[config.mk]
export PLATFORM = sky130hd
export DESIGN_NAME = config_port_pin_control
export DESIGN_NICKNAME = d
export VERILOG_FILES = /design/src/inc/config_port_pin_control_pkg.sv /design/src/design/config_port_pin_control.sv
export VERILOG_INCLUDE_DIRS = /design/src /design/src/inc
export SDC_FILE = /design/constraint.sdc
export NUM_CORES = 1
export LEC_CHECK = 0
export BUFFER_PORTS_ARGS = -buffer_cell sky130_fd_sc_hd__buf_2
export CAP_MARGIN = 20
export CORE_ASPECT_RATIO = 1.2
export CORE_MARGIN = 2
export CORE_UTILIZATION = 60
export CTS_CLUSTER_DIAMETER = 50
export DETAILED_ROUTE_END_ITERATION = 10
export GPL_ROUTABILITY_DRIVEN = 0
export PLACE_DENSITY = 0.82
export SYNTH_ARGS = -nofsm -noshare
export SYNTH_HDL_FRONTEND = slang
export SYNTH_HIERARCHICAL = 1
export SYNTH_SLANG_ARGS = --single-unit
[constraint.sdc]
create_clock -name clock -period 4.14 [get_ports clock]
set_clock_uncertainty 0.15 [all_clocks]
set_input_delay 0.207 -clock clock [delete_from_list [all_inputs] [get_ports clock]]
set_output_delay 0.207 -clock clock [all_outputs]
set_load 0.01 [all_outputs]
[src/inc/config_port_pin_control_cfg.svh]
// Constants of the configuration port pin controller
`ifndef CONFIG_PORT_PIN_CONTROL_CFG_SVH
`define CONFIG_PORT_PIN_CONTROL_CFG_SVH
`define CLK_PERIOD_NS   40
`define INIT_CLEAR_NS   1000
`define INIT_CLEAR_CYC  ((`INIT_CLEAR_NS + `CLK_PERIOD_NS - 1) / `CLK_PERIOD_NS)
`define MODE_SLAVE_SPI  2'h0
`define MODE_MASTER_SPI 2'h1
`define FLASH_READ_CMD  8'h03
`define MASTER_CMD_BITS 32
`define MCLK_DIV        4
`define LOAD_BYTES      16
`define FIFO_DEPTH      16
`endif

[src/inc/config_port_pin_control_pkg.sv]
// Types of the configuration port pin controller
package config_port_pin_control_pkg;
  typedef enum logic [2:0] {
    ST_CLEAR, ST_WAIT_READY, ST_LOAD, ST_DONE, ST_ERROR
  } cfg_state_t;
  typedef struct packed {
    logic o;   // Level driven
    logic oe;  // Drive enable
  } pin_drive_t;
  typedef logic [7:0] cfg_byte_t;
endpackage : config_port_pin_control_pkg

[src/design/config_port_pin_control.sv]
// Configuration port pin controller with synchroniser and byte FIFO
`timescale 1ns/1ns
`include "config_port_pin_control_cfg.svh"

// ----------------------------------------
// Two-flop synchroniser
// ----------------------------------------
module cfg_sync #(
  parameter int W = 1
) (
  input  wire logic         clock,
  input  wire logic         rst_b,
  input  wire logic [W-1:0] d,
  output logic      [W-1:0] q
);
  logic [W-1:0] s1_r;  // First stage, read only by second
  logic [W-1:0] s2_r;  // Second stage
  // Register both stages, pins idle high
  always_ff @(posedge clock) begin
    if (!rst_b) begin
      s1_r <= '1;
      s2_r <= '1;
    end else begin
      s1_r <= d;
      s2_r <= s1_r;
    end
  end
  assign q = s2_r;
endmodule : cfg_sync

// ----------------------------------------
// Byte FIFO
// ----------------------------------------
module cfg_fifo #(
  parameter int W = 8,
  parameter int D = 16
) (
  input  wire logic         clock,
  input  wire logic         rst_b,
  input  wire logic         in_valid,
  output logic              in_ready,
  input  wire logic [W-1:0] in_data,
  output logic              out_valid,
  input  wire logic         out_ready,
  output logic      [W-1:0] out_data
);
  localparam int AW = $clog2(D);
  logic [W-1:0] mem_r [D];           // Storage
  logic [AW-1:0] wr_r, wr_nxt;       // Write pointer
  logic [AW-1:0] rd_r, rd_nxt;       // Read pointer
  logic [AW:0]   cnt_r, cnt_nxt;     // Fill level
  logic          push, pop;
  assign in_ready  = (cnt_r != D[AW:0]);
  assign out_valid = (cnt_r != '0);
  assign push      = in_valid && in_ready;
  assign pop       = out_valid && out_ready;
  assign out_data  = mem_r[rd_r];
  // Pointer and level update
  always_comb begin
    wr_nxt  = push ? AW'(wr_r + 1'b1) : wr_r;
    rd_nxt  = pop ? AW'(rd_r + 1'b1) : rd_r;
    cnt_nxt = cnt_r;
    if (push && !pop) begin
      cnt_nxt = (AW+1)'(cnt_r + 1'b1);
    end else if (pop && !push) begin
      cnt_nxt = (AW+1)'(cnt_r - 1'b1);
    end
  end
  // Register pointers
  always_ff @(posedge clock) begin
    if (!rst_b) begin
      wr_r  <= '0;
      rd_r  <= '0;
      cnt_r <= '0;
    end else begin
      wr_r  <= wr_nxt;
      rd_r  <= rd_nxt;
      cnt_r <= cnt_nxt;
    end
  end
  // Storage write
  always_ff @(posedge clock) begin
    if (push) begin
      mem_r[wr_r] <= in_data;
    end
  end
endmodule : cfg_fifo

// ----------------------------------------
// Top: configuration port pin control
// ----------------------------------------
module config_port_pin_control
  import config_port_pin_control_pkg::*;
#(
  parameter int LOAD_BYTES = `LOAD_BYTES,
  parameter int USER_IO    = 8
) (
  input  wire logic               clock,
  input  wire logic               rst_b,
  input  wire logic [1:0]         cfg_mode,
  input  wire logic               program_request_n,
  input  wire logic               config_ready_n_i,
  output logic                    config_ready_n_o,
  output logic                    config_ready_n_oe,
  input  wire logic               done_i,
  output logic                    done_o,
  output logic                    done_oe,
  input  wire logic               config_clock_i,
  output logic                    config_clock_o,
  output logic                    config_clock_oe,
  input  wire logic               serial_data_a_i,
  output logic                    serial_data_a_o,
  output logic                    serial_data_a_oe,
  input  wire logic               serial_data_b_i,
  output logic                    serial_data_b_o,
  output logic                    serial_data_b_oe,
  output logic                    flash_select_n,
  output logic                    flash_select_n_oe,
  input  wire logic               slave_select_n,
  input  wire logic               io_output_enable,
  input  wire logic [USER_IO-1:0] user_oe_req,
  output logic      [USER_IO-1:0] user_oe,
  output logic                    cfg_valid,
  input  wire logic               cfg_ready,
  output cfg_byte_t               cfg_data,
  output logic                    overflow
);
  // ----------------------------------------
  // Input synchronisation
  // ----------------------------------------
  logic [8:0] raw, syn;
  logic       prog_s, config_clock_s, sda_s, sdb_s, ss_s, toe_s, rdy_s;
  logic [1:0] mode_s;
  assign raw = {program_request_n, config_clock_i, serial_data_a_i, serial_data_b_i,
                slave_select_n, io_output_enable, config_ready_n_i, cfg_mode};
  cfg_sync #(.W(9)) u_sync (.clock(clock), .rst_b(rst_b), .d(raw), .q(syn));
  assign {prog_s, config_clock_s, sda_s, sdb_s, ss_s, toe_s, rdy_s, mode_s} = syn;

  // ----------------------------------------
  // Control state
  // ----------------------------------------
  cfg_state_t st_r, st_nxt;         // Sequence state
  logic [5:0] tmr_r, tmr_nxt;       // Clear timer
  logic [1:0] mode_r, mode_nxt;     // Latched mode
  logic       lock_r, lock_nxt;     // Port locked
  logic       rdy_q_r, config_clock_q_r;    // Previous samples
  logic [7:0] sh_r, sh_nxt;         // Shift register
  logic [2:0] bit_r, bit_nxt;       // Bit in byte
  logic [5:0] mbit_r, mbit_nxt;     // Master command bit
  logic [7:0] nbyte_r, nbyte_nxt;   // Bytes loaded
  logic [1:0] div_r, div_nxt;       // Master clock divider
  logic       mclk_r, mclk_nxt;     // Master clock level
  logic       ovf_r, ovf_nxt;       // Slave overrun
  logic       rdy_rise, config_clock_rise, tick, master;
  logic       push, in_ready, shift_in, byte_end;
  cfg_byte_t  push_data;

  assign rdy_rise  = rdy_s && !rdy_q_r;
  assign config_clock_rise = config_clock_s && !config_clock_q_r;
  assign master    = (mode_r == `MODE_MASTER_SPI);
  // Divider pulse, held back while FIFO is full
  assign tick      = (div_r == 2'(`MCLK_DIV - 1)) && in_ready;
  assign byte_end  = (bit_r == 3'h7);
  assign push_data = {sh_r[6:0], shift_in};

  // Sampling point and bit source per mode
  always_comb begin
    shift_in = sda_s;
    push     = 1'b0;
    if (st_r == ST_LOAD) begin
      if (master) begin
        shift_in = sdb_s;
        push = tick && !mclk_r && (mbit_r == 6'(`MASTER_CMD_BITS)) && byte_end;
      end else begin
        push = config_clock_rise && !ss_s && byte_end;
      end
    end
  end

  // Next-state computation
  always_comb begin
    st_nxt    = st_r;
    tmr_nxt   = tmr_r;
    mode_nxt  = mode_r;
    lock_nxt  = lock_r;
    sh_nxt    = sh_r;
    bit_nxt   = bit_r;
    mbit_nxt  = mbit_r;
    nbyte_nxt = nbyte_r;
    div_nxt   = (div_r == 2'(`MCLK_DIV - 1)) ? 2'h0 : 2'(div_r + 1'b1);
    mclk_nxt  = mclk_r;
    ovf_nxt   = ovf_r;
    case (st_r)
      ST_CLEAR: begin
        // Hold ready low for the clear time
        if (tmr_r != '0) begin
          tmr_nxt = 6'(tmr_r - 1'b1);
        end else begin
          st_nxt = ST_WAIT_READY;
        end
      end
      ST_WAIT_READY: begin
        // Ready released; host may hold it low longer
        if (rdy_rise) begin
          if (!lock_r) begin
            mode_nxt = mode_s;
            lock_nxt = 1'b1;
          end
          st_nxt = ((lock_r ? mode_r : mode_s) > `MODE_MASTER_SPI) ? ST_ERROR : ST_LOAD;
          sh_nxt = `FLASH_READ_CMD;
          bit_nxt = '0;
          mbit_nxt = '0;
          nbyte_nxt = '0;
          mclk_nxt = 1'b0;
        end
      end
      ST_LOAD: begin
        if (master) begin
          if (tick) begin
            mclk_nxt = !mclk_r;
            if (mclk_r && mbit_r != 6'(`MASTER_CMD_BITS)) begin
              // Falling edge: next command bit out
              mbit_nxt = 6'(mbit_r + 1'b1);
              sh_nxt = {sh_r[6:0], 1'b0};
            end else if (!mclk_r && mbit_r == 6'(`MASTER_CMD_BITS)) begin
              sh_nxt = push_data;
              bit_nxt = 3'(bit_r + 1'b1);
            end
          end
        end else if (config_clock_rise && !ss_s) begin
          sh_nxt = push_data;
          bit_nxt = 3'(bit_r + 1'b1);
          if (byte_end && !in_ready) begin
            ovf_nxt = 1'b1;
          end
        end
        if (push || (byte_end && config_clock_rise && !ss_s && !master)) begin
          nbyte_nxt = 8'(nbyte_r + 1'b1);
          if (nbyte_r == 8'(LOAD_BYTES - 1)) begin
            st_nxt = ST_DONE;
          end
        end
      end
      ST_DONE: begin
        mclk_nxt = 1'b0;
      end
      ST_ERROR: begin
        mclk_nxt = 1'b0;
      end
      default: begin
        st_nxt = ST_CLEAR;
      end
    endcase
    // Program request overrides every state
    if (!prog_s) begin
      st_nxt  = ST_CLEAR;
      tmr_nxt = 6'(`INIT_CLEAR_CYC);
      ovf_nxt = 1'b0;
    end
  end

  // Register control state
  always_ff @(posedge clock) begin
    if (!rst_b) begin
      st_r     <= ST_CLEAR;
      tmr_r    <= 6'(`INIT_CLEAR_CYC);
      mode_r   <= `MODE_SLAVE_SPI;
      lock_r   <= 1'b0;
      rdy_q_r  <= 1'b1;
      config_clock_q_r <= 1'b1;
      sh_r     <= '0;
      bit_r    <= '0;
      mbit_r   <= '0;
      nbyte_r  <= '0;
      div_r    <= '0;
      mclk_r   <= 1'b0;
      ovf_r    <= 1'b0;
    end else begin
      st_r     <= st_nxt;
      tmr_r    <= tmr_nxt;
      mode_r   <= mode_nxt;
      lock_r   <= lock_nxt;
      rdy_q_r  <= rdy_s;
      config_clock_q_r <= config_clock_s;
      sh_r     <= sh_nxt;
      bit_r    <= bit_nxt;
      mbit_r   <= mbit_nxt;
      nbyte_r  <= nbyte_nxt;
      div_r    <= div_nxt;
      mclk_r   <= mclk_nxt;
      ovf_r    <= ovf_nxt;
    end
  end

  // ----------------------------------------
  // Data buffer
  // ----------------------------------------
  cfg_fifo #(.W(8), .D(`FIFO_DEPTH)) u_fifo (
    .clock(clock), .rst_b(rst_b),
    .in_valid(push), .in_ready(in_ready), .in_data(push_data),
    .out_valid(cfg_valid), .out_ready(cfg_ready), .out_data(cfg_data)
  );

  // ----------------------------------------
  // Pin drivers
  // ----------------------------------------
  pin_drive_t rdy_d, done_d, config_clock_d, sda_d, sdb_d, fcs_d;
  logic       loading;
  assign loading = (st_r == ST_LOAD);
  assign rdy_d   = '{o: 1'b0, oe: (st_r == ST_CLEAR) || (st_r == ST_ERROR)};
  assign done_d  = '{o: 1'b0, oe: (st_r != ST_DONE)};
  assign config_clock_d  = '{o: mclk_r, oe: loading && master};
  assign sda_d   = '{o: sh_r[7], oe: loading && master};
  assign sdb_d   = '{o: sh_r[7], oe: loading && !master && !ss_s};
  assign fcs_d   = '{o: !(loading && master), oe: master && lock_r};
  // Low output enable forces every driver off
  assign config_ready_n_o  = rdy_d.o;
  assign config_ready_n_oe = rdy_d.oe && toe_s;
  assign done_o            = done_d.o;
  assign done_oe           = done_d.oe && toe_s;
  assign config_clock_o    = config_clock_d.o;
  assign config_clock_oe   = config_clock_d.oe && toe_s;
  assign serial_data_a_o   = sda_d.o;
  assign serial_data_a_oe  = sda_d.oe && toe_s;
  assign serial_data_b_o   = sdb_d.o;
  assign serial_data_b_oe  = sdb_d.oe && toe_s;
  assign flash_select_n    = fcs_d.o;
  assign flash_select_n_oe = fcs_d.oe && toe_s;
  assign user_oe           = toe_s ? user_oe_req : '0;
  assign overflow          = ovf_r;
endmodule : config_port_pin_control

==> results of run 1 <==
registers in the layout, indices dropped and copies added, names as in the netlist, named ones only:
name / flops
u_fifo/mem_r: 128
u_sync/q: 9
u_sync/s1_r: 9
nbyte_r: 8
sh_r: 8
mbit_r: 6
tmr_r: 6
u_fifo/cnt_r: 5
u_fifo/rd_r: 4
u_fifo/wr_r: 4
bit_r: 3
st_r: 3
div_r: 2
config_clock_o: 1
config_clock_q_r: 1
lock_r: 1
mode_r: 1
overflow: 1
rdy_q_r: 1
final cells by class:
class                           instances  area [um^2]
Clock buffer                           27          568
Multi-Input combinational cell        366         2950
Inverter                               13         48.8
Tap cell                              171          214
Clock inverter                          9          101
Timing Repair Buffer                   79          508
Sequential cell                       206         5410
Fill cell                             882         4080
metrics by stage:
step	std cells	instance area (um^2)	util
floorplan	621	8570	-
global placement	822	9000	0.648
detailed placement	822	9000	0.648
CTS	871	9800	0.706
global route	871	9800	0.706
finish	871	9800	0.706
worst max-delay path: stages (launching register included):
cell and delay (ns):
dfxtp_1 0.44, nor4_1 0.12, nand2_1 0.15, and4b_1 0.31, nand4_1 0.19, a21o_1 0.27, inv_1 0.15, a21boi_2 0.38
ha_1 0.24, inv_1 0.12, ha_1 0.30, a21o_2 0.12, a21oi_1 0.08, or4b_2 0.62, nand3_1 0.09
kinds of logic (layout without fill, tap and decap cells):
family / count (synthesis) / after routing / synth area share
DFF: 206 / 206 / 0.631
and+or+nand+nor: 203 / 203 / 0.133
AOI/OAI and AO/OA: 87 / 87 / 0.0722
buffers and inverters: 49 / 128 / 0.0257
muxes: 40 / 40 / 0.0935
adders and majority gates: 20 / 20 / 0.0301
xor gates and xnor gates: 14 / 14 / 0.0143
other: 1 / 2 / 0.000438
cells in the final DEF (no fill, tap or decap), types with 11 or more instances in the layout:
cell type,n
a22oi_1,16
and2_1,18
and3_1,11
buf_2,47
buf_4,19
clkbuf_16,21
dfxtp_1,76
dlygate4sd3_1,13
edfxtp_1,128
ha_1,19
inv_1,13
mux4_2,32
nand2_1,33
nand2b_1,21
nand3_1,31
nor2_1,32
o21ai_0,21
worst min path at each step:
stage | slack (ns) | cells past startpoint | to
after CTS | 0.04 | 4 | flip-flop
after global placement | 0.24 | 2 | u_sync/s1_r[6]
after floorplan | 0.13 | 1 | u_sync/q[4]
final | 0.05 | 4 | flip-flop
after global routing | 0.06 | 4 | flip-flop
after detailed placement | 0.24 | 2 | u_sync/s1_r[3]
power groups by stage:
stage	registers [uW]	clock network (uW)	logic, uW
floorplan	2220	0	46.2
global placement	2220	0	66.6
detailed placement	2230	0	69.8
CTS	2180	1850	79.4
global route	2180	1940	89.1
finish	2180	1810	80.4
metal layers:
metal / global-route usage / part of all wire / vias to the layer above
met1: 0.290 / 0.38 / 2602
li1: - / - / 2454
met5: 0 / 0 / -
met4: 0.0759 / 0.022 / 0
met2: 0.431 / 0.54 / 198
met3: 0.0319 / 0.053 / 33
==> metrics.yaml, run 1 <==
drc_errors: 1
crit_type: "flip-flop to flip-flop"
hold_class: "input pin to flip-flop"
setup_viol: 0
port_buffers: 47
die_h_um: 135
fmax_mhz: 265
peakVddDrop_uv: 249
violations: "design-rule violations"
switching_share: 0.188
synthFlopType: "edfxtp_1"
first_iter_violations: 449
critPathLaunch: "u_fifo/cnt_r[0]"
synth_area_leaders: "edfxtp_1, dfxtp_1, mux4_2"
cp.required_ns: 4.42
ys_top_cells_by_count: "edfxtp_1, dfxtp_1, nand2_1"
dieArea_mm2: 0.0152
postCtsHoldBufs: 13
clkLatencyLatePin_ns: 0.48
max_cap_viol_count: 0
synth_area_mm2: 0.00856
grt_pass1_vias: 5386
wl_per_cell_um: 19.6
worst_slew_pin_slew_ns: 1.02
rsz0062_at_grt: "no"
holdWs_ns: 0.0534
slew_headroom: 0.319
p_total_uw: 4070
vias: 5287
outcome: "finished, violations left"
grt_max_degree: 43
cp-endpoint: "u_fifo/cnt_r[3]"
drive_gt1_frac: 0.209
layout_min_cycle_time_ns: 3.77
p_per_area_mw_per_mm2: 415
finalWirelength_um: 17100
numClockSinks: 206
clkPwrFrac: 0.444
diodes: 0
cts_tree: "done"
p_leak_uw: 0.00316
cts_setup_buffers: 0
seq_power_share: 0.536
core_area_mm2: 0.0139
area_delta_synth_final_pct: 14.4
yosysMostFrequentCell: "edfxtp_1"
setup_tns_ns: 0
synthCells: 620
worstSetupStartpointType: "flip-flop"
ys_ff_latch: 206
start_util: 0.617
io_pins: 51
setup_ws_ns: 0.373
cts_resized: 0
root_buffer: "clkbuf_16"
reg2reg_slack_ns: 0.37
critPathMaxFanout: 7
yosys.area.top_type: "edfxtp_1"
cp-end-kind: "flip-flop"
gr-total-overflow: 0
grt_pass1_wl_um: 27900
syn_avg_cell_area_um2: 13.8
hold_violations: 0
report.final.slew_viol_count: 0
synthArstFlopShare: 0
synth_warnings: 6
rows: 47
synth_top_area_share: 0.449
nets: 727
cts.path.max_buffers: 3
synth_cell_types: 64
viasPerCell: 6.07
pre_cts_slack_ns: 0.391
internal_power_uw: 3300
power_frac_comb: 0.020
gr-usage-all-layers: 0.236
clkSlewWorstSetupHoldPaths_ns: 0.06
synth-edff-count: 128
hp-start: "cfg_ready"
htreeDepth: 1
grt_antenna_before_repair: 0
reg2reg_depth: 14
drtAntennaViolNets: 0
die_width_um: 113
yosysSeqAreaShare: 0.631
arrival_ns: 4.04
dpl.hpwl_um: 11000
reg2reg_to: "u_fifo/cnt_r[3]"
p_sw_uw: 764
r2r-start: "u_fifo/cnt_r[0]"
dr.pass1.iters: 8
cts_made_buffers: 20
finalCritPeriodShare: 0.910
Note: power is estimated with default switching activity, not from simulation.
==> run 2, diff against run 1 <==
--- a/config.mk
+++ b/config.mk
@@ -17,5 +17,4 @@
 export PLACE_DENSITY = 0.82
 export SYNTH_ARGS = -nofsm -noshare
 export SYNTH_HDL_FRONTEND = slang
-export SYNTH_HIERARCHICAL = 1
 export SYNTH_SLANG_ARGS = --single-unit
==> run 2 against run 1 <==
The flow still finishes with violations (design-rule violations). Critical path type unchanged. Core utilization shrank 0.63 points. Count of clock-buffer cells in the layout is 3 lower. Largest power group unchanged. Clock power hardly changed. Area after synthesis increased by 0.32%. Routed wire length rose by 1.1%. Die area grew 0.31%.
==> metrics.yaml, run 2 <==
outcome: "finished, violations left"  # unchanged
violations: "design-rule violations"  # unchanged
dieArea_mm2: 0.0153  # was 0.0152 mm^2
synthCells: 611  # was 620
ys_ff_latch: 206  # unchanged
slew_headroom: 0.435  # was 0.319
p_per_area_mw_per_mm2: 482  # was 415 mW/mm^2
yosysSeqAreaShare: 0.629  # was 0.631
layout_common_cells: "edfxtp_1, dfxtp_1, nor2_1"  # was edfxtp_1, dfxtp_1, buf_2
yosys-mux-area-fraction: 0.119  # was 0.0935
synth_fa_ha_area_frac: 0.0315  # was 0.0301
root_buffer: "clkbuf_16"  # unchanged
finalWirelength_um: 17300  # was 17100 um
die_width_um: 113  # about the same
syn_avg_cell_area_um2: 14.1  # was 13.8 um^2
cts_tree: "done"  # unchanged
largest_reg_flops: 128  # unchanged
worstSetupStartpointType: "flip-flop"  # unchanged
synthArstFlopShare: 0  # unchanged
max_stage_delay_ns: 0.49  # was 0.62 ns
synth-xor-area-share: 0.0163  # was 0.0143
hold_violations: 0  # unchanged
diodes: 0  # unchanged
hold_class: "input pin to flip-flop"  # unchanged
wl_per_cell_um: 20.4  # was 19.6 um
port_buffers: 47  # unchanged
drc_errors: 2  # was 1
fillerInstances: 921  # was 882
mostFrequentLayoutCell: "edfxtp_1"  # unchanged
yosys.area.top_type: "edfxtp_1"  # unchanged
cp_common_cell: "ha_1"
finalCritPeriodShare: 0.910  # about the same
fmax_mhz: 266  # was 265 MHz
synth_compound_area_frac: 0.0549  # was 0.0722
p_leak_uw: 0.00326  # was 0.00316 uW
drtAntennaViolNets: 0  # unchanged
arrival_ns: 4.04  # about the same
crit_chain: "ha_1 -> ha_1 -> nor4bb_1 -> o21ai_0 -> a21oi_2 -> ha_1 -> inv_1 -> ha_1 -> nor2b_1 -> o21a_1 -> or3_1 -> a21oi_1 -> mux2i_1"  # was nor4_1 -> nand2_1 -> and4b_1 -> nand4_1 -> a21o_1 -> inv_1 -> a21boi_2 -> ha_1 -> inv_1 -> ha_1 -> a21o_2 -> a21oi_1 -> or4b_2 -> nand3_1
area_delta_synth_final_pct: 13.0  # was 14.4%
synth_area_leaders: "edfxtp_1, dfxtp_1, mux4_2"  # unchanged
top_register: "u_fifo.mem_r"  # was u_fifo/mem_r
htreeDepth: 1  # unchanged
rsz0062_at_grt: "no"  # unchanged
grt_antenna_before_repair: 0  # unchanged
synth-simple-area-share: 0.123  # was 0.133
report.final.slew_viol_count: 0  # unchanged
synthFlopType: "edfxtp_1"  # unchanged
grt_pass1_vias: 5242  # was 5386
synth-edff-count: 128  # unchanged
reg2reg_depth: 13  # was 14
numClockSinks: 206  # unchanged
cp-end-kind: "flip-flop"  # unchanged
critPathMaxFanout: 8  # was 7
ys_top_cells_by_count: "edfxtp_1, dfxtp_1, nor2_1"  # was edfxtp_1, dfxtp_1, nand2_1
drive_gt1_frac: 0.222  # was 0.209
core_area_mm2: 0.0139  # unchanged
worst_slew_pin_slew_ns: 0.844  # was 1.02 ns
gr-usage-all-layers: 0.233  # was 0.236
max_cap_viol_count: 0  # unchanged
rows: 47  # unchanged
synth_top_family_by_area: "simple AND/OR/NAND/NOR gates"  # unchanged
grt_pass1_wl_um: 27500  # was 27900 um
cts_setup_buffers: 0  # unchanged
cts.path.max_buffers: 3  # unchanged
die_h_um: 135  # about the same
yosysMostFrequentCell: "edfxtp_1"  # unchanged
setup_viol: 0  # unchanged
clkSlewWorstSetupHoldPaths_ns: 0.07  # was 0.06 ns
min_path_cells: 4  # unchanged
viasPerCell: 6.06  # was 6.07
synth_warnings: 0  # was 6
crit_type: "flip-flop to flip-flop"  # unchanged
clkLatencyLatePin_ns: 0.49  # was 0.48 ns
synth_cell_types: 64  # unchanged
nets: 707  # was 727
setup_tns_ns: 0  # unchanged
grt_max_degree: 54  # was 43
cts_made_buffers: 20  # unchanged
start_util: 0.619  # was 0.617
io_pins: 51  # unchanged
dpl.hpwl_um: 11500  # was 11000 um
p_total_uw: 4680  # was 4070 uW
vias: 5153  # was 5287
peakVddDrop_uv: 296  # was 249 uV
synth_top_area_share: 0.447  # was 0.449
slowest_stage: "nor4bb_1"  # was or4b_2
dr.pass1.iters: 10  # was 8
layout_min_cycle_time_ns: 3.77  # about the same
first_iter_violations: 359  # was 449
synth_area_mm2: 0.00859  # was 0.00856 mm^2
cp.required_ns: 4.41  # was 4.42 ns
gr-total-overflow: 0  # unchanged
==> run 2: area by class of cell <==
| type | count | area [um^2] | share of cell area |
|---|---|---|---|
| Tap cell | 171 | 214 | 0.0220 |
| Clock inverter | 12 | 119 | 0.0122 |
| Clock buffer | 24 | 552 | 0.0568 |
| Multi-Input combinational cell | 355 | 2970 | 0.306 |
| Inverter | 19 | 71.3 | 0.00735 |
| Timing Repair Buffer | 63 | 378 | 0.0389 |
| Sequential cell | 206 | 5410 | 0.557 |
==> run 2: kinds of logic (layout without fill, tap and decap cells) <==
kind of cell,after synthesis,in the layout
compound gates,64,64
xor+xnor,16,16
mux,52,52
simple gates,200,200
buf+inv,51,118
fa+ha+maj,21,21
flops,206,206
other cells,1,2
==> run 2: metrics by stage <==
step                      hold slack (ns)  area [um^2]  instances  setup WS, ns  utilization
final                              0.0814         9710        850         0.374        0.700
after global routing                0.118         9710        850         0.134        0.700
after CTS                          0.0864         9710        850         0.429        0.700
after detailed placement            0.244         8950        805         0.480        0.645
after global placement              0.239         8950        805         0.631        0.645
after floorplan                     0.158         8600        612         0.890            -
==> run 2: timing repair <==
item | CTS | global route
gates resized for setup | 0 | 0
endpoints found under the hold margin | 9 | 0
hold buffers | 9 | 0
==> run 2: where the power goes <==
part,switching (uW),internal (uW)
Sequential,99.2,2200
Combinational,262,280
Clock,750,1080
Total,1110,3570
==> run 2: worst max-delay path: cells and delay by family (launching register included) <==
kind,cells,cell delay [ns]
buffers and inverters,1,0.12
AND/OR/NAND/NOR,3,0.92
AO/OA/AOI/OAI,4,0.96
multiplexers,1,0.20
adder cells (fa/ha/maj),4,0.98
flip-flops,1,0.35
==> run 2: per-layer routing <==
metal | GRT usage | vias up | share of wire
li1 | - | 2384 | -
met1 | 0.274 | 2604 | 0.37
met5 | 0 | - | 0
met3 | 0.0395 | 34 | 0.051
met2 | 0.431 | 131 | 0.55
met4 | 0.0799 | 0 | 0.028
==> run 2: final timing paths <==
path / startpoint / endpoint / slack, ns
worst max-delay path: bit_r[0] / u_fifo.cnt_r[4] / 0.37
worst min-delay path: cfg_ready / flip-flop / 0.08
worst max register to register: bit_r[0] / u_fifo.cnt_r[4] / 0.37
worst min register to register: u_sync.s1_r[3] / u_sync.q[3] / 0.26
